[src/inc/seq_ctrl_pkg.sv]
// Behaviour
// - Programmable delay of sixteen equal phase steps between trigger detect and sequence start.
// - One phase setting per module, applied to all four sequences.
// - Two modules set half a period apart interleave samples on one input.
// - Software start only acts on sequences whose trigger is processor-initiated.
// - A held software start waits for a release issued by another module.
// - Reference select is readable and writable: internal or external pin reference.
// - Four sequences holding eight, four, four and one samples.
// - Per-sequence trigger select: software, three comparators, pin, timer, four PWMs, always.
// - Always-triggered sequence restarts after each completion, yielding to higher priority.
// - Per-sequence priority 0 to 3, zero highest.
// - Each output FIFO reports its fill level; reads return only held samples.
// - Disabled sequences ignore triggers; a run already under way when its enable drops still completes and captures.
// - Enabled sequences capture once their selected trigger is detected and they win priority, while their FIFO has room; triggers already pending merge.
// - Sticky overflow flag when a sequence start finds unread samples; cleared by software.
// - Sticky underflow flag when a read finds the FIFO empty; cleared by software.
package seq_ctrl_pkg;
  localparam int NUM_SEQ        = 4;
  localparam int SEQ_IDX_W      = 2;
  localparam int STEP_W         = 3;
  localparam int CNT_W          = 4;
  localparam int MEM_DEPTH      = 32;
  localparam int MEM_ADDR_W     = 5;
  // Sequence depths
  localparam logic [CNT_W-1:0] DEPTH_SEQ0 = 4'h8;
  localparam logic [CNT_W-1:0] DEPTH_SEQ1 = 4'h4;
  localparam logic [CNT_W-1:0] DEPTH_SEQ2 = 4'h4;
  localparam logic [CNT_W-1:0] DEPTH_SEQ3 = 4'h1;
  // Trigger select codes
  localparam int TRIG_W = 4;
  localparam logic [TRIG_W-1:0] TRIG_PROCESSOR = 4'h0;
  localparam logic [TRIG_W-1:0] TRIG_CMP_A     = 4'h1;
  localparam logic [TRIG_W-1:0] TRIG_CMP_B     = 4'h2;
  localparam logic [TRIG_W-1:0] TRIG_CMP_C     = 4'h3;
  localparam logic [TRIG_W-1:0] TRIG_EXTERNAL  = 4'h4;
  localparam logic [TRIG_W-1:0] TRIG_TIMER     = 4'h5;
  localparam logic [TRIG_W-1:0] TRIG_PWM_A     = 4'h6;
  localparam logic [TRIG_W-1:0] TRIG_PWM_B     = 4'h7;
  localparam logic [TRIG_W-1:0] TRIG_PWM_C     = 4'h8;
  localparam logic [TRIG_W-1:0] TRIG_PWM_D     = 4'h9;
  localparam logic [TRIG_W-1:0] TRIG_ALWAYS    = 4'hF;
  // Phase and timing
  localparam int PHASE_W        = 4;
  localparam int PHASE_STEPS    = 16;
  localparam int CLK_PERIOD_NS  = 25;
  localparam int CONV_PERIOD_NS = 400;
  localparam int CONV_CYCLES    = (CONV_PERIOD_NS + CLK_PERIOD_NS - 1) / CLK_PERIOD_NS;
  // Reference select values
  localparam logic REF_INTERNAL = 1'b0;
  localparam logic REF_EXTERNAL = 1'b1;
  localparam logic REF_RESET    = REF_INTERNAL;
  // Sequencer states
  typedef enum logic [2:0] {
    ST_IDLE  = 3'b001,
    ST_DELAY = 3'b010,
    ST_CONV  = 3'b100
  } seq_state_t;
endpackage : seq_ctrl_pkg

[src/inc/seq_mem_if.sv]
`timescale 1ns/1ps
`default_nettype none
interface seq_mem_if #(
  parameter int DATA_W = 10,
  parameter int ADDR_W = 5
);
  logic              wr_en;
  logic [ADDR_W-1:0] wr_addr;
  logic [DATA_W-1:0] wr_data;
  logic              rd_en;
  logic [ADDR_W-1:0] rd_addr;
  logic [DATA_W-1:0] rd_data;
  modport ctrl (output wr_en, output wr_addr, output wr_data,
                output rd_en, output rd_addr, input rd_data);
  modport mem  (input wr_en, input wr_addr, input wr_data,
                input rd_en, input rd_addr, output rd_data);
endinterface : seq_mem_if
`default_nettype wire

[src/design/sample_seq_ctrl.sv]
`timescale 1ns/1ps
`default_nettype none
module sample_seq_ctrl #(
  parameter int DATA_W      = 10,
  parameter int CONV_CYCLES = seq_ctrl_pkg::CONV_CYCLES
) (
  input  wire logic              clk_sys_i,
  input  wire logic              sys_rst_i,
  input  wire logic [3:0]        seq_enable_i,
  input  wire logic [15:0]       seq_trig_sel_i,
  input  wire logic [7:0]        seq_prio_i,
  input  wire logic [11:0]       seq_last_step_i,
  input  wire logic [3:0]        phase_sel_i,
  input  wire logic              ref_wr_i,
  input  wire logic              ref_wr_data_i,
  output logic                   external_reference_sel_o,
  input  wire logic              sw_start_i,
  input  wire logic [1:0]        sw_start_seq_i,
  input  wire logic              sw_hold_i,
  input  wire logic              sw_release_i,
  input  wire logic              peer_release_i,
  output logic                   release_o,
  input  wire logic              analog_cmp_a_source_i,
  input  wire logic              analog_cmp_b_source_i,
  input  wire logic              analog_cmp_c_source_i,
  input  wire logic              ext_trig_pin_i,
  input  wire logic              timer_trig_i,
  input  wire logic              pulse_gen_a_source_i,
  input  wire logic              pulse_gen_b_source_i,
  input  wire logic              pulse_gen_c_source_i,
  input  wire logic              pulse_gen_d_source_i,
  output logic                   conv_start_o,
  output logic [1:0]             conv_seq_o,
  output logic [2:0]             conv_step_o,
  input  wire logic              conv_done_i,
  input  wire logic [DATA_W-1:0] conv_data_i,
  input  wire logic              rd_req_i,
  input  wire logic [1:0]        rd_seq_i,
  output logic                   rd_valid_o,
  output logic [DATA_W-1:0]      rd_data_o,
  output logic [15:0]            fifo_count_o,
  output logic [3:0]             overflow_o,
  output logic [3:0]             underflow_o,
  input  wire logic [3:0]        overflow_clr_i,
  input  wire logic [3:0]        underflow_clr_i,
  output logic                   busy_o
);
  localparam int NS = seq_ctrl_pkg::NUM_SEQ;
  localparam int CW = seq_ctrl_pkg::CNT_W;
  localparam int SW = seq_ctrl_pkg::STEP_W;
  localparam int DW = 16;

  initial begin
    if (CONV_CYCLES < seq_ctrl_pkg::PHASE_STEPS || CONV_CYCLES > 4096) begin
      $error("CONV_CYCLES out of range");
    end
    if (DATA_W < 1) begin
      $error("DATA_W must be positive");
    end
  end

  // Depth of each sequence FIFO
  function automatic logic [CW-1:0] seq_depth(input logic [1:0] s);
    case (s)
      2'h0:    seq_depth = seq_ctrl_pkg::DEPTH_SEQ0;
      2'h1:    seq_depth = seq_ctrl_pkg::DEPTH_SEQ1;
      2'h2:    seq_depth = seq_ctrl_pkg::DEPTH_SEQ2;
      default: seq_depth = seq_ctrl_pkg::DEPTH_SEQ3;
    endcase
  endfunction : seq_depth

  // Advance a ring pointer inside one sequence's depth
  function automatic logic [SW-1:0] ptr_inc(input logic [SW-1:0] p, input logic [1:0] s);
    logic [CW-1:0] nx;
    nx = {1'b0, p} + 4'h1;
    ptr_inc = (nx >= seq_depth(s)) ? 3'h0 : nx[SW-1:0];
  endfunction : ptr_inc

  // Phase k in clock cycles: k sixteenths of a conversion period
  function automatic logic [DW-1:0] phase_cycles(input logic [3:0] k);
    phase_cycles = DW'((32'(k) * 32'(CONV_CYCLES)) / 32'(seq_ctrl_pkg::PHASE_STEPS));
  endfunction : phase_cycles

  seq_mem_if #(.DATA_W(DATA_W), .ADDR_W(seq_ctrl_pkg::MEM_ADDR_W)) mem_bus ();

  seq_sample_mem #(.DEPTH(seq_ctrl_pkg::MEM_DEPTH)) u_mem (
    .clk_sys_i (clk_sys_i),
    .mem_p     (mem_bus.mem)
  );

  // External pin synchroniser and edge detect
  logic ext_meta_r, ext_sync_r, ext_prev_r;
  always_ff @(posedge clk_sys_i) begin
    if (sys_rst_i) begin
      ext_meta_r <= 1'b0;
      ext_sync_r <= 1'b0;
      ext_prev_r <= 1'b0;
    end else begin
      ext_meta_r <= ext_trig_pin_i;
      ext_sync_r <= ext_meta_r;
      ext_prev_r <= ext_sync_r;
    end
  end

  // Source vector indexed by trigger code
  logic [15:0] src_vec;
  always_comb begin
    src_vec = 16'h0000;
    src_vec[seq_ctrl_pkg::TRIG_CMP_A]    = analog_cmp_a_source_i;
    src_vec[seq_ctrl_pkg::TRIG_CMP_B]    = analog_cmp_b_source_i;
    src_vec[seq_ctrl_pkg::TRIG_CMP_C]    = analog_cmp_c_source_i;
    src_vec[seq_ctrl_pkg::TRIG_EXTERNAL] = ext_sync_r & ~ext_prev_r;
    src_vec[seq_ctrl_pkg::TRIG_TIMER]    = timer_trig_i;
    src_vec[seq_ctrl_pkg::TRIG_PWM_A]    = pulse_gen_a_source_i;
    src_vec[seq_ctrl_pkg::TRIG_PWM_B]    = pulse_gen_b_source_i;
    src_vec[seq_ctrl_pkg::TRIG_PWM_C]    = pulse_gen_c_source_i;
    src_vec[seq_ctrl_pkg::TRIG_PWM_D]    = pulse_gen_d_source_i;
    src_vec[seq_ctrl_pkg::TRIG_ALWAYS]   = 1'b1;
  end

  // Per-sequence trigger hits, software starts and held starts
  logic [NS-1:0] hw_hit, sw_hit, hold_set, held_r, pend_r;
  always_comb begin
    for (int s = 0; s < NS; s++) begin
      logic [3:0] sel;
      sel = seq_trig_sel_i[s*4 +: 4];
      hw_hit[s] = (sel != seq_ctrl_pkg::TRIG_PROCESSOR) && src_vec[sel];
      // Processor request counts only on processor-triggered sequences
      sw_hit[s] = sw_start_i && !sw_hold_i && (sw_start_seq_i == 2'(s))
                  && (sel == seq_ctrl_pkg::TRIG_PROCESSOR);
      hold_set[s] = sw_start_i && sw_hold_i && (sw_start_seq_i == 2'(s))
                    && (sel == seq_ctrl_pkg::TRIG_PROCESSOR);
    end
  end

  // Release pulse goes to the peer modules, not to this one
  assign release_o = sw_start_i && sw_release_i;

  // Held software starts wait for a peer release
  always_ff @(posedge clk_sys_i) begin
    if (sys_rst_i) begin
      held_r <= 4'h0;
    end else if (peer_release_i) begin
      held_r <= hold_set;
    end else begin
      held_r <= (held_r | hold_set) & seq_enable_i;
    end
  end

  seq_ctrl_pkg::seq_state_t state_r;
  logic [1:0]    cur_seq_r;
  logic [SW-1:0] step_r;
  logic [DW-1:0] delay_cnt_r;
  logic          wait_done_r;
  logic [NS-1:0] start_now;
  logic [NS-1:0] trig_now;

  // Trigger events, gated by enable
  assign trig_now = (hw_hit | sw_hit | (peer_release_i ? held_r : 4'h0))
                    & seq_enable_i;

  // Pending flags: set on trigger, cleared when the sequence starts
  always_ff @(posedge clk_sys_i) begin
    if (sys_rst_i) begin
      pend_r <= 4'h0;
    end else begin
      pend_r <= ((pend_r & ~start_now) | trig_now) & seq_enable_i;
    end
  end

  // Highest-priority pending sequence; unique priorities assumed
  logic       pick_vld;
  logic [1:0] pick_seq;
  logic [1:0] pick_prio;
  always_comb begin
    pick_vld  = 1'b0;
    pick_seq  = 2'h0;
    pick_prio = 2'h3;
    for (int s = 0; s < NS; s++) begin
      if (pend_r[s] && (!pick_vld || seq_prio_i[s*2 +: 2] < pick_prio)) begin
        pick_vld  = 1'b1;
        pick_seq  = 2'(s);
        pick_prio = seq_prio_i[s*2 +: 2];
      end
    end
  end

  logic [SW-1:0] last_step;
  logic [CW-1:0] last_lim;
  logic          seq_end;
  assign last_lim  = seq_depth(cur_seq_r) - 4'h1;
  assign last_step = ({1'b0, seq_last_step_i[cur_seq_r*3 +: 3]} > last_lim)
                     ? last_lim[SW-1:0] : seq_last_step_i[cur_seq_r*3 +: 3];
  assign seq_end   = conv_done_i && (step_r == last_step);
  assign start_now = (state_r == seq_ctrl_pkg::ST_IDLE && pick_vld)
                     ? (4'h1 << pick_seq) : 4'h0;

  // Sequencer: pick, phase delay, walk the steps
  always_ff @(posedge clk_sys_i) begin
    if (sys_rst_i) begin
      state_r      <= seq_ctrl_pkg::ST_IDLE;
      cur_seq_r    <= 2'h0;
      step_r       <= 3'h0;
      delay_cnt_r  <= 16'h0000;
      conv_start_o <= 1'b0;
      wait_done_r  <= 1'b0;
    end else begin
      conv_start_o <= 1'b0;
      case (state_r)
        seq_ctrl_pkg::ST_IDLE: begin
          if (pick_vld) begin
            cur_seq_r   <= pick_seq;
            step_r      <= 3'h0;
            // One module-wide phase for every sequence
            delay_cnt_r <= phase_cycles(phase_sel_i);
            state_r     <= seq_ctrl_pkg::ST_DELAY;
          end
        end
        seq_ctrl_pkg::ST_DELAY: begin
          if (delay_cnt_r == 16'h0000) begin
            conv_start_o <= 1'b1;
            wait_done_r  <= 1'b1;
            state_r      <= seq_ctrl_pkg::ST_CONV;
          end else begin
            delay_cnt_r <= delay_cnt_r - 16'h0001;
          end
        end
        seq_ctrl_pkg::ST_CONV: begin
          if (conv_done_i && wait_done_r) begin
            if (seq_end) begin
              // Always-triggered sequences re-arm through the pending flag
              wait_done_r <= 1'b0;
              state_r     <= seq_ctrl_pkg::ST_IDLE;
            end else begin
              step_r       <= step_r + 3'h1;
              conv_start_o <= 1'b1;
            end
          end
        end
        default: state_r <= seq_ctrl_pkg::ST_IDLE;
      endcase
    end
  end

  assign conv_seq_o  = cur_seq_r;
  assign conv_step_o = step_r;
  assign busy_o      = (state_r != seq_ctrl_pkg::ST_IDLE);

  // FIFO bookkeeping
  logic [SW-1:0] wr_ptr_r [NS];
  logic [SW-1:0] rd_ptr_r [NS];
  logic [CW-1:0] count_r  [NS];
  logic          do_wr, do_rd;
  assign do_wr = (state_r == seq_ctrl_pkg::ST_CONV) && conv_done_i
                 && (count_r[cur_seq_r] < seq_depth(cur_seq_r));
  assign do_rd = rd_req_i && (count_r[rd_seq_i] != 4'h0);

  always_ff @(posedge clk_sys_i) begin
    if (sys_rst_i) begin
      for (int s = 0; s < NS; s++) begin
        wr_ptr_r[s] <= 3'h0;
        rd_ptr_r[s] <= 3'h0;
        count_r[s]  <= 4'h0;
      end
    end else begin
      for (int s = 0; s < NS; s++) begin
        logic w, r;
        w = do_wr && (cur_seq_r == 2'(s));
        r = do_rd && (rd_seq_i == 2'(s));
        if (w) wr_ptr_r[s] <= ptr_inc(wr_ptr_r[s], 2'(s));
        if (r) rd_ptr_r[s] <= ptr_inc(rd_ptr_r[s], 2'(s));
        count_r[s] <= count_r[s] + {3'h0, w} - {3'h0, r};
      end
    end
  end

  assign mem_bus.wr_en   = do_wr;
  assign mem_bus.wr_addr = {cur_seq_r, wr_ptr_r[cur_seq_r]};
  assign mem_bus.wr_data = conv_data_i;
  assign mem_bus.rd_en   = do_rd;
  assign mem_bus.rd_addr = {rd_seq_i, rd_ptr_r[rd_seq_i]};
  assign rd_data_o       = mem_bus.rd_data;

  always_comb begin
    for (int s = 0; s < NS; s++) begin
      fifo_count_o[s*4 +: 4] = count_r[s];
    end
  end

  // Sticky flags; a new event wins over a clear in the same cycle
  logic [NS-1:0] ovf_set, unf_set;
  always_comb begin
    for (int s = 0; s < NS; s++) begin
      ovf_set[s] = start_now[s] && (count_r[s] != 4'h0);
      unf_set[s] = rd_req_i && (rd_seq_i == 2'(s)) && (count_r[s] == 4'h0);
    end
  end

  always_ff @(posedge clk_sys_i) begin
    if (sys_rst_i) begin
      overflow_o  <= 4'h0;
      underflow_o <= 4'h0;
      rd_valid_o  <= 1'b0;
    end else begin
      overflow_o  <= (overflow_o & ~overflow_clr_i) | ovf_set;
      underflow_o <= (underflow_o & ~underflow_clr_i) | unf_set;
      rd_valid_o  <= do_rd;
    end
  end

  // Reference select, read back on its own output
  always_ff @(posedge clk_sys_i) begin
    if (sys_rst_i) begin
      external_reference_sel_o <= seq_ctrl_pkg::REF_RESET;
    end else if (ref_wr_i) begin
      external_reference_sel_o <= ref_wr_data_i;
    end
  end
endmodule : sample_seq_ctrl
`default_nettype wire

[src/design/seq_sample_mem.sv]
`timescale 1ns/1ps
`default_nettype none
module seq_sample_mem #(
  parameter int DEPTH = 32
) (
  input  wire logic clk_sys_i,
  seq_mem_if.mem    mem_p
);
  logic [$bits(mem_p.wr_data)-1:0] store_r [DEPTH];

  // Every address the port can form must land inside the array
  initial begin
    if (DEPTH < (1 << $bits(mem_p.wr_addr))) begin
      $error("DEPTH too small for address width");
    end
  end

  // No reset on the array; contents are only read after being written
  always_ff @(posedge clk_sys_i) begin
    if (mem_p.wr_en) begin
      store_r[mem_p.wr_addr] <= mem_p.wr_data;
    end
  end

  // Registered read port
  always_ff @(posedge clk_sys_i) begin
    if (mem_p.rd_en) begin
      mem_p.rd_data <= store_r[mem_p.rd_addr];
    end
  end
endmodule : seq_sample_mem
`default_nettype wire

[config.mk]
export PLATFORM = sky130hd
export DESIGN_NAME = sample_seq_ctrl
export DESIGN_NICKNAME = d
export VERILOG_FILES = /design/src/inc/seq_ctrl_pkg.sv /design/src/inc/seq_mem_if.sv /design/src/design/sample_seq_ctrl.sv /design/src/design/seq_sample_mem.sv
export SDC_FILE = /design/constraint.sdc
export NUM_CORES = 1
export LEC_CHECK = 0
export BUFFER_PORTS_ARGS = -buffer_cell sky130_fd_sc_hd__buf_4
export CAP_MARGIN = 20
export CORE_MARGIN = 8
export CORE_UTILIZATION = 45
export DETAILED_ROUTE_END_ITERATION = 10
export PLACE_DENSITY_LB_ADDON = 0.2
export REMOVE_ABC_BUFFERS = 1
export SLEW_MARGIN = 30
export SYNTH_ARGS = -nofsm -noshare
export SYNTH_HDL_FRONTEND = slang
export SYNTH_SLANG_ARGS = --single-unit
[constraint.sdc]
create_clock -name clk_sys_i -period 6.9 [get_ports clk_sys_i]
set_input_delay 0 -clock clk_sys_i [delete_from_list [all_inputs] [get_ports clk_sys_i]]
set_output_delay 0 -clock clk_sys_i [all_outputs]
set_load 0.005 [all_outputs]
**Yosys cells after proc, flatten, opt, wreduce, memory -nomap -nowiden**

Memory sizes are Yosys's and may differ from the RTL's. A register that Yosys moved wholly into a read port is not among the register bits.
Index checks and enable logic that the tools add are counted.

- Add/subtract/negate cells: 19
- Multipliers: 1
- Divide/modulo/power cells: 0
- Order comparisons: 17
- Equality and inequality tests: 20
- Shifts and indexed selects: 2
- Mux-type cells: 112
- Bitwise operators: 29
- Reductions and logical operators: 89

Operator list:

| kind | number |
|---|---|
| $mux 4 | 23 |
| $mux 3 | 24 |
| $logic_and 1x1->1 | 52 |
| $mux 1 | 44 |
| $reduce_bool 4->1 | 9 |
| $add 3x1->4 const B | 8 |
| $ge 4x4->1 | 8 |
| $logic_not 4->1 | 8 |
| $mux 16 | 2 |
| $pmux 16 s2 | 1 |
| $and 4x4->4 | 6 |
| $or 4x4->4 | 6 |
| $lt 4x5->1 const B | 4 |
| $mux 2 | 9 |
| $add 4x1->4 | 4 |
| $bmux 1 s4 | 4 |
| $logic_not 16->1 | 1 |
| $sub 16x1->16 const B | 1 |
| $sub 4x1->4 | 4 |
| $eq 2x2->1 const B | 6 |
| $ne 2x2->1 const B | 6 |
| $not 4->4 | 3 |
| $or 1x1->1 | 12 |
| $reduce_and 4->1 | 3 |
| other kinds (27) | 41 |

- Register bits: 47
- Bits in latches: 0
- Memory bits (writable): 360
- ROM bits: 0
- Bits of input ports: 85
- Output and inout bits: 44
- Logic and storage cells: 308
- Memories: 4

Memories:

| name | depth | bits a word | rd ports | clocked after memory_dff | wr ports | RTL line | text |
|---|---|---|---|---|---|---|---|
| u_mem.store_r | 32 | 10 | 1 | 1 | 1 | seq_sample_mem.sv:9 | `logic [$bits(mem_p.wr_data)-1:0] store_r [DEPTH];` |
| count_r | 4 | 4 | 6 | 1 | 4 | sample_seq_ctrl.sv:252 | `logic [CW-1:0] count_r [NS];` |
| rd_ptr_r | 4 | 3 | 5 | 0 | 4 | sample_seq_ctrl.sv:251 | `logic [SW-1:0] rd_ptr_r [NS];` |
| wr_ptr_r | 4 | 3 | 5 | 1 | 4 | sample_seq_ctrl.sv:250 | `logic [SW-1:0] wr_ptr_r [NS];` |

**Depth between registers and ports, before layout**

Gate-level depths: netlist of the first run.

- Word-level depth: 19
- Depth in mapped cells: 15
- Depth with buffers taken out: 14

**Modules after synthesis**

A second synthesis of the first run with hierarchy kept.

- Cell total of the unflattened synthesis: 1374
- Area total of the unflattened synthesis: 18770.5 µm²

By module, submodules not included:

| module | instances | cells an instance | area each (µm²) | sequential area each (µm²) |
|---|---|---|---|---|
| seq_sample_mem | 1 | 733 | 13093.8 | 9909.5 |
| sample_seq_ctrl | 1 | 641 | 5676.7 | 2021.9 |

**Worst setup path after synthesis of the first run**

No wires, ideal clock.

- Path kind: reg2reg
- Start: reg (tool-made name)
- End: mem u_mem.store_r[0][0] (netlist name), enable pin
- Library setup time: 0.376 ns
- Arrival: 3.023 ns
- Required time: 6.524 ns
- Slack: 3.500 ns
- Cell stages (with the launch flop): 11
- Path buffers: 3
- Period minus slack after synthesis: 3.400 ns
- Cells stage by stage: dfxtp_1 -> buf_2 -> mux4_2 -> ha_1 -> a21boi_0 -> o21ai_0 -> and4b_1 -> clkbuf_1 -> or3b_2 -> clkbuf_1 -> nor2_1

RTL lines:

| element | RTL line |
|---|---|
| to (decl) | seq_sample_mem.sv:9 |

==> flow_metrics.py, run 1 <==
metrics = {
    "placed_design": {
        "numPortBuffers": 128,
        "place.gp.congestion": 0.861,
        "pre_cts_slack_ns": 2.91,
        "dp_hpwl_um": 27500,
    },
    "power_and_ir_drop": {
        "ir_drop_mv": 0.174,
        "pwr-share-seq_pct": 46.4,
        "power.net_switching_mw": 1.56,
        "switching_share_pct": 24.9,
        "pwr_density_cell_nw_per_um2": 288,
        "p_int_mw": 4.70,
        "power_mw": 6.26,
        "p_leak_nw": 7.53,
        "power.share.clock_pct": 38.5,
        "power_frac_comb_pct": 15.2,
    },
    "synth": {
        "ys_seq_area_share_pct": 65.5,
        "syn_avg_cell_area_um2": 15.9,
        "synthArstFlopShare_pct": 0,
        "synthFlopType": "edfxtp_1",
        "synth_cells": 1143,
        "synth_edf_count": 354,
        "ys_warn_count": 0,
        "syn_area_um2": 18200,
        "yosysUniqueCellTypes": 64,
        "ys_seq_elements": 419,
    },
    "global_route": {
        "grt_max_degree": 69,
        "grt_use_total_pct": 17.5,
        "antenna_found_initial": 0,
        "grt_pass1_wl_um": 63800,
        "grt_pass1_vias": 10900,
        "grt.overflow.total": 0,
    },
    "cells_and_area": {
        "layout_commonest_cell": "edfxtp_1",
        "areaGrowthSynthToFinish_pct": 19.3,
        "finalNetCount": 1474,
        "drive_gt1_share_pct": 24.5,
        "final_cell_mix": "edfxtp_1 (354), buf_4 (131), mux4_2 (109)",
        "antenna_cells": 0,
    },
    "clock_network": {
        "cts_root_buf": "clkbuf_16",
        "htreeDepth": 2,
        "cts_tree": "built",
        "clkSinkCount": 419,
        "clk_latency_ns": 0.57,
        "cts.path.max_buffers": 3,
        "numCtsBuffers": 44,
        "clkTransAtPathRegs_ns": 0.06,
    },
    "routing": {
        "drtIter0Drc": 755,
        "via_per_inst": 5.53,
        "antenna_left": 0,
        "drc": 0,
        "avgRoutedWirePerCell_um": 21.8,
        "vias": 10500,
        "drt_wl_total_um": 41300,
        "dr.pass1.iters": 7,
    },
    "die": {
        "rows": 73,
        "core_um2": 39800,
        "fp.dieW_um": 217,
        "die_area_um2": 47200,
        "initial_core_util_pct": 45.7,
        "io_pins": 129,
        "dieHeight_um": 217,
    },
    "status": {
        "status": "finished clean",
    },
    "worst_setup_path": {
        "rr_worst_depth": 7,
        "critPathMaxFanout": 10,
        "crit_type": "reg2reg",
        "rr_endpoint": "u_mem.store_r[4][7]$_DFFE_PP_",
        "endpoint_kind": "register",
        "cp-start-kind": "register",
        "crit_arrival_ns": 4.06,
        "ff2ff_setup_slack_ns": 3.03,
        "cp.required_ns": 7.09,
    },
    "sta": {
        "fin_crit_sh_pct": 56.1,
        "setup_slack_ns": 3.03,
        "fin_skew_ns": 0.0162,
        "setup_viol": 0,
        "setup-tns-final_ns": 0,
        "relSlewSlack_pct": 36.5,
        "fin_crit_ns": 3.87,
        "drv_slew": 0,
        "rsz0062_at_grt": "no",
        "worstMarginPinSlew_ns": 0.949,
        "hold_violations": 0,
        "max_freq_ghz": 0.258,
    },
    "run": {
        "max_cap_viol_count": 0,
    },
    "hold_path": {
        "hold_path_depth": 4,
        "hold_path_end": "overflow_o[1]$_SDFF_PP0_",
        "min_from": "seq_prio_i[1]",
        "min_path_type": "in2reg",
    },
}
## cells in the mapped netlist (16+ instances only)
library cell | number | share of area [%]
inv_1 | 63 | 1.3
nor2b_1 | 16 | 0.55
nor2_1 | 99 | 2.0
edfxtp_1 | 354 | 58
dfxtp_1 | 65 | 7.1
nand3_1 | 22 | 0.60
nand2b_1 | 21 | 0.72
nor3_1 | 26 | 0.71
clkbuf_1 | 27 | 0.56
mux4_2 | 111 | 14
ha_1 | 48 | 3.3
a21oi_1 | 37 | 1.0
o21ai_0 | 26 | 0.71
nand2_1 | 42 | 0.87
## how the worst max path moves through the flow
stage                                  from                                to  slack [ns]  depth (start not counted)
6_report                           register     u_mem.store_r[4][7]$_DFFE_PP_        3.03                          7
3_5_place_dp                       register    u_mem.store_r[23][7]$_DFFE_PP_        2.91                          7
3_3_place_gp                    rd_seq_i[1]  u_mem.mem_p.rd_data[1]$_DFFE_PP_        2.93                          6
5_1_grt                            register    u_mem.store_r[28][6]$_DFFE_PP_        2.74                          7
4_1_cts                            register    u_mem.store_r[23][1]$_DFFE_PP_        2.95                          7
2_1_floorplan  rd_ptr_r[2][0]$_SDFFCE_PP0P_  u_mem.mem_p.rd_data[0]$_DFFE_PP_        3.04                          4
## per-layer routing
layer  part of all wire, %  wire length (µm)  vias up  global-route usage [%]
met5                     0                 0        -                       0
met3                   7.3              3000       55                    4.92
met4                   1.9               777        0                    4.33
li1                      -                 -     4861                       -
met2                    47             19300      322                    27.7
met1                    44             18100     5243                    23.7
## sequential cells by signal (all words and copies together), names as in the netlist, named ones only
name,cells
rd_valid_o,1
rd_ptr_r,12
conv_seq_o,2
delay_cnt_r,16
held_r,4
count_r,16
underflow_o,4
pend_r,4
overflow_o,4
u_mem.store_r,320
u_mem.mem_p.rd_data,10
external_reference_sel_o,1
wait_done_r,1
state_r,3
ext_meta_r,1
wr_ptr_r,12
conv_start_o,1
conv_step_o,3
ext_sync_r,1
ext_prev_r,1
## kinds of logic after synthesis
logic type                 after synthesis  share of synthesized area, %
DFF                                    419                          65.5
AOI/OAI and AO/OA                      130                          4.74
other                                    1                        0.0206
adders and majority gates               53                          3.79
xor gates and xnor gates                20                         0.962
buffers and inverters                  107                          2.29
muxes                                  136                          15.2
and+or+nand+nor                        277                          7.48
## through the flow
step	area [µm²]	util, %	instances	hold slack [ns]
after global routing	21700	54.6	1896	0.0996
after floorplan	18000	-	1104	0.0667
after global placement	19700	49.5	1760	0.212
after CTS	21700	54.5	1896	0.0505
final	21700	54.6	1896	0.0804
after detailed placement	19700	49.5	1760	0.215
## layout make-up
cell class	instances	area, µm²
Clock inverter	26	302
Inverter	63	236
Tap cell	525	657
Multi-Input combinational cell	622	5900
Timing Repair Buffer	187	1540
Sequential cell	419	11900
Clock buffer	54	1160
Fill cell	3223	18100
## power by group through the flow
stage / logic, mW / clock network [mW] / registers [mW]
final: 0.951 / 2.41 / 2.90
after detailed placement: 0.928 / 0 / 2.95
after global placement: 0.916 / 0 / 2.95
after floorplan: 0.594 / 0 / 2.93
after CTS: 0.960 / 2.46 / 2.90
after global routing: 1.05 / 2.55 / 2.91
## worst max-delay path: stages (launching register included)
cell      delay (ns)
dfxtp_1         0.53
mux4_2          0.55
ha_1            0.30
a21boi_0        0.13
o21ai_0         0.15
and4b_1         0.38
or3b_2          0.65
nor2_1          0.79
## repair_timing
| action | in CTS | in global routing |
|---|---|---|
| setup buffers | 0 | 0 |
| hold buffers | 56 | 0 |
| endpoints found under the hold margin | 371 | 0 |
| gates resized for setup | 0 | 0 |
Power figures use the tool's default switching activity.
==> run 2, diff against run 1 <==
Clock period 6.9 ns to 3.6 ns, I/O delays scaled along.
==> run 2 against run 1 <==
Critical path depth rose by 7. Clock power rose by 76%. Clock skew rose by 0.0033 ns. Critical endpoint is now pend_r[1]$_SDFF_PP0_.
==> flow_metrics.py, run 2 (synthesized netlist as in run 1, its figures left out) <==
metrics = {
    "status": {
        "status": "finished clean",
    },
    "routing": {
        "avgRoutedWirePerCell_um": 20.8,
        "via_per_inst": 5.44,
        "vias": 10600,
        "dr.pass1.iters": 7,
        "antenna_left": 0,
        "drc": 0,
        "drtIter0Drc": 697,
        "drt_wl_total_um": 40500,
    },
    "clock_network": {
        "cts_setup_buffers": 0,
        "clk_latency_ns": 0.57,
        "clkTransAtPathRegs_ns": 0.06,
        "htreeDepth": 2,
        "cts_tree": "built",
        "numCtsBuffers": 44,
        "cts.path.max_buffers": 3,
        "clkSinkCount": 419,
        "cts_root_buf": "clkbuf_16",
    },
    "worst_setup_path": {
        "cp-start-kind": "register",
        "endpoint_kind": "register",
        "crit_type": "reg2reg",
        "cp.required_ns": 4.05,
        "crit_arrival_ns": 3.83,
        "critPathMaxFanout": 8,
    },
    "die": {
        "initial_core_util_pct": 45.7,
        "fp.dieW_um": 217,
        "rows": 73,
        "core_um2": 39800,
        "die_area_um2": 47200,
        "dieHeight_um": 217,
        "io_pins": 129,
    },
    "hold_path": {
        "min_path_type": "in2reg",
    },
    "sta": {
        "drv_slew": 0,
        "fin_crit_sh_pct": 93.9,
        "fin_skew_ns": 0.0195,
        "hold_violations": 0,
        "worstMarginPinSlew_ns": 0.821,
        "relSlewSlack_pct": 45.2,
        "fin_hold_ws_ns": 0.0556,
        "max_freq_ghz": 0.296,
        "setup_viol": 0,
        "fin_crit_ns": 3.38,
        "rsz0062_at_grt": "no",
    },
    "placed_design": {
        "dp_hpwl_um": 27400,
        "numPortBuffers": 128,
        "place_inst": 1805,
        "place.gp.congestion": 0.825,
    },
    "global_route": {
        "grt_use_total_pct": 17.2,
        "grt_pass1_vias": 11100,
        "grt.overflow.total": 0,
        "grt_max_degree": 61,
        "antenna_found_initial": 0,
        "grt_pass1_wl_um": 63400,
    },
    "power_and_ir_drop": {
        "p_leak_nw": 7.75,
        "ir_drop_mv": 0.337,
        "pwr_density_cell_nw_per_um2": 529,
    },
    "cells_and_area": {
        "finalNetCount": 1523,
        "layout_commonest_cell": "edfxtp_1",
        "regMostFlops": "u_mem.store_r",
        "antenna_cells": 0,
        "layout.cells.non_filler": 1945,
        "largest_reg_flops": 320,
        "drive_gt1_share_pct": 26.4,
        "areaGrowthSynthToFinish_pct": 21.0,
        "top_regs": "u_mem.store_r (320), count_r (16), delay_cnt_r (16)",
        "final_cell_mix": "edfxtp_1 (354), buf_4 (173), mux4_2 (109)",
    },
    "run": {
        "max_cap_viol_count": 0,
    },
}
==> run 2: changes by cell type in the layout (fill, tap and decap cells not counted), moves of 3 or more <==
cell / previous run / this run
clkinv_1: 9 / 14
buf_4: 131 / 173
bufinv_16: 6 / 1
nor2_2: 7 / 0
buf_12: 0 / 3
clkbuf_1: 9 / 6
nor2_1: 92 / 99
dlygate4sd3_1: 56 / 60
==> run 2: repair_timing <==
action	CTS	global route
gates resized for setup	0	3
endpoints found under the setup margin	0	5
hold endpoints to repair	371	0
hold buffers	60	0
==> run 2: area by class of cell <==
type | count | area, µm²
clock buffer | 51 | 1150
clock inverter | 29 | 198
fill | 3230 | 17800
inverter | 63 | 236
multi-input combinational | 622 | 5900
sequential | 419 | 11900
tap | 525 | 657
timing repair buffer | 236 | 1960
==> run 2: through the flow <==
step	utilization, %	total power [mW]	setup WS (ns)	setup TNS [ns]	instance area, µm²
final	55.3	11.7	0.220	0	22000
after global routing	55.3	12.2	0.00221	0	22000
after CTS	55.3	11.8	0.185	0	22000
after detailed placement	50.4	7.48	0.210	0	20100
after global placement	50.4	7.44	0.324	0	20100
after floorplan	-	6.76	-0.258	-2.58	18000
==> run 2: critical path: stages, from the launching register on <==
cell and delay (ns):
dfxtp_1 0.48, inv_1 0.09, o2bb2ai_1 0.20, ha_1 0.28, o21ai_0 0.08, a21oi_1 0.11
nor2b_2 0.21, nand2_1 0.08, o21a_1 0.11, ha_1 0.31, a211oi_1 0.08, buf_4 0.16
o41ai_1 0.40, a21oi_1 0.11, dlygate4sd3_1 0.56
==> run 2: path summary, 6_finish.rpt <==
| check | startpoint | endpoint | slack [ns] | depth (start not counted) |
|---|---|---|---|---|
| worst max register to register | pend_r[0]$_SDFF_PP0_ | pend_r[1]$_SDFF_PP0_ | 0.22 | 14 |
| worst min register to register | ext_meta_r$_SDFF_PP0_ | ext_sync_r$_SDFF_PP0_ | 0.43 | 1 |
| worst min-delay path | rd_req_i | rd_valid_o$_SDFF_PP0_ | 0.06 | 3 |
| worst max-delay path | pend_r[0]$_SDFF_PP0_ | pend_r[1]$_SDFF_PP0_ | 0.22 | 14 |
==> run 2: power by group <==
part	total, mW	switching (mW)	internal (mW)
sequential	5.54	0.135	5.41
clock	4.23	1.87	2.37
combinational	1.88	0.968	0.907
total	11.7	2.97	8.68
==> run 2: per-layer routing <==
layer	GRT usage, %	routed length (µm)	up-vias
li1	-	-	4947
met4	4.35	832	0
met3	4.84	2890	55
met1	23.1	17900	5289
met5	0	0	-
met2	27.6	18800	299
==> run 3, diff against run 2 <==
Settings changed: CORE_UTILIZATION 45 to 58.
==> run 3 against run 2 <==
Critical path depth shrank 2. Worst hold slack lost 0.015 ns. Clock-buffer cell count grew 5. Clock power grew 4%. Core utilization grew 15 points. Wire length shrank 1.3%. Critical path type unchanged. Clock skew grew 0.0060 ns. Cell count shrank 7.1%. Worst setup slack lost 0.019 ns.
==> flow_metrics.py, run 3 (synthesized netlist as in run 1, its figures left out) <==
metrics = {
    "status": {
        "status": "finished clean",
    },
    "worst_setup_path": {
        "cp-start-kind": "register",
        "critPathMaxFanout": 9,
        "ff2ff_setup_slack_ns": 0.20,
        "rr_worst_depth": 12,
        "rr_endpoint": "pend_r[1]$_SDFF_PP0_",
        "setup.worst_path.start": "pend_r[1]$_SDFF_PP0_",
        "crit_slowest_cell": "dlygate4sd3_1",
        "setup.worst_path.end": "pend_r[1]$_SDFF_PP0_",
        "slowest_delay_ns": 0.58,
        "reg2reg_from": "pend_r[1]$_SDFF_PP0_",
        "cp.depth": 12,
        "cpLargestDelayFamily": "compound AO/OA/AOI/OAI gates",
        "worstPathBufferInverterCount": 2,
        "endpoint_kind": "register",
        "cp_cell_sequence": "and4b_1 > a211oi_1 > o21ai_0 > a21oi_1 > nor2b_2 > o21a_1 > ha_1 > a211oi_1 > buf_4 > o41ai_1 > a21oi_1 > dlygate4sd3_1",
        "cp.required_ns": 4.02,
        "crit_arrival_ns": 3.82,
        "crit_type": "reg2reg",
    },
    "cells_and_area": {
        "top_regs": "u_mem.store_r (320), count_r (16), delay_cnt_r (16)",
        "antenna_cells": 0,
        "finalNetCount": 1508,
        "regMostFlops": "u_mem.store_r",
        "layout_commonest_cell": "edfxtp_1",
        "layout.cells.non_filler": 1807,
        "largest_reg_flops": 320,
        "final_cell_mix": "edfxtp_1 (354), buf_4 (169), mux4_2 (109)",
        "n_fill_cell": 2051,
        "areaGrowthSynthToFinish_pct": 19.8,
        "drive_gt1_share_pct": 26.5,
    },
    "global_route": {
        "grt_max_degree": 81,
        "grt.overflow.total": 0,
        "antenna_found_initial": 0,
        "grt_use_total_pct": 21.8,
        "grt_pass1_wl_um": 61800,
        "grt_pass1_vias": 11200,
    },
    "clock_network": {
        "cts_tree": "built",
        "htreeDepth": 2,
        "cts.path.max_buffers": 3,
        "cts_root_buf": "clkbuf_16",
        "clk_latency_ns": 0.55,
        "clkTransAtPathRegs_ns": 0.06,
        "clkSinkCount": 419,
        "cts_setup_buffers": 0,
        "numCtsBuffers": 42,
    },
    "power_and_ir_drop": {
        "p_leak_nw": 7.71,
        "p_int_mw": 8.93,
        "power.share.clock_pct": 37.3,
        "pwr_density_cell_nw_per_um2": 541,
        "switching_share_pct": 24.4,
        "power_frac_comb_pct": 15.7,
        "ir_drop_mv": 0.363,
        "pwr-share-seq_pct": 46.9,
        "power.net_switching_mw": 2.88,
    },
    "sta": {
        "rsz0062_at_grt": "no",
        "fin_skew_ns": 0.0255,
        "fin_hold_ws_ns": 0.0404,
        "fin_crit_ns": 3.40,
        "setup_viol": 0,
        "drv_slew": 0,
        "worstMarginPinSlew_ns": 0.821,
        "hold_violations": 0,
        "relSlewSlack_pct": 45.3,
        "fin_crit_sh_pct": 94.4,
        "max_freq_ghz": 0.294,
    },
    "routing": {
        "via_per_inst": 5.95,
        "vias": 10800,
        "dr.pass1.iters": 6,
        "drtIter0Drc": 718,
        "avgRoutedWirePerCell_um": 22.1,
        "antenna_left": 0,
        "drt_wl_total_um": 39900,
        "drc": 0,
    },
    "die": {
        "fp.dieW_um": 193,
        "core_um2": 31200,
        "rows": 65,
        "die_area_um2": 37300,
        "io_pins": 129,
        "dieHeight_um": 193,
        "initial_core_util_pct": 58.3,
    },
    "placed_design": {
        "place.gp.congestion": 0.868,
        "place_inst": 1678,
        "numPortBuffers": 128,
        "dp_hpwl_um": 25800,
    },
    "run": {
        "max_cap_viol_count": 0,
    },
    "hold_path": {
        "min_path_type": "in2reg",
    },
}
## run 3: cell types whose count changed in the layout (fill, tap and decap cells not counted), sizes merged
cell	delta
clkinvlp	-1
clkbuf	+5
buf	-4
clkinv	-10
bufinv	+4
dlygate4sd3	-9
## run 3: worst min-delay path by stage
stage | start | endpoint | slack [ns] | cells after the start
final | rd_seq_i[0] | u_mem.mem_p.rd_data[9]$_DFFE_PP_ | 0.04 | 2
after global routing | rd_seq_i[0] | u_mem.mem_p.rd_data[2]$_DFFE_PP_ | 0.04 | 2
after CTS | rd_seq_i[0] | u_mem.mem_p.rd_data[9]$_DFFE_PP_ | 0.02 | 2
after detailed placement | ext_trig_pin_i | ext_meta_r$_SDFF_PP0_ | 0.22 | 2
after global placement | ext_trig_pin_i | ext_meta_r$_SDFF_PP0_ | 0.22 | 2
after floorplan | sys_rst_i | count_r[0][1]$_SDFF_PP0_ | 0.07 | 1
## run 3: power groups by stage
stage	clock network, mW	registers [mW]	logic, mW
floorplan	0	5.62	1.14
global placement	0	5.64	1.76
finish	4.41	5.54	1.86
global route	4.66	5.56	2.05
CTS	4.49	5.54	1.86
detailed placement	0	5.64	1.80
## run 3: per-stage QoR
step | setup TNS [ns] | worst slack (ns) | cell area [µm²] | utilization (%) | total power [mW]
global placement | 0 | 0.282 | 19900 | 63.7 | 7.39
global route | 0 | 0.00204 | 21800 | 69.9 | 12.3
detailed placement | 0 | 0.159 | 19900 | 63.7 | 7.44
floorplan | -2.58 | -0.258 | 18000 | - | 6.76
finish | 0 | 0.201 | 21800 | 69.9 | 11.8
CTS | 0 | 0.126 | 21800 | 69.8 | 11.9
## run 3: area by class of cell
type                       instances  area [µm²]  area share [%]
tap                              402         503            2.31
inverter                          63         236            1.08
sequential                       419       11900            54.7
clock buffer                      56        1150            5.29
clock inverter                    22         256            1.18
multi-input combinational        622        5890            27.0
timing repair buffer             223        1840            8.43
## run 3: worst register-to-register path: stages, from the launching register on
cell and delay, ns:
dfxtp_1 0.40, and4b_1 0.24, a211oi_1 0.32, o21ai_0 0.14, a21oi_1 0.22, nor2b_2 0.10, o21a_1 0.18, ha_1 0.31
a211oi_1 0.08, buf_4 0.16, o41ai_1 0.44, a21oi_1 0.13, dlygate4sd3_1 0.58
## run 3: per-layer routing
layer / GRT usage (%) / wire, µm / vias up
li1: - / - / 4916
met1: 28.3 / 16700 / 5400
met4: 6.27 / 960 / 0
met5: 0 / 0 / -
met2: 36.5 / 19500 / 378
met3: 5.29 / 2790 / 57
## run 3: timing repair
item                                    in CTS  in global routing
endpoints found under the setup margin       0                  5
hold buffers                                51                  0
gates resized for setup                      0                  3
hold endpoints to repair                   354                  0
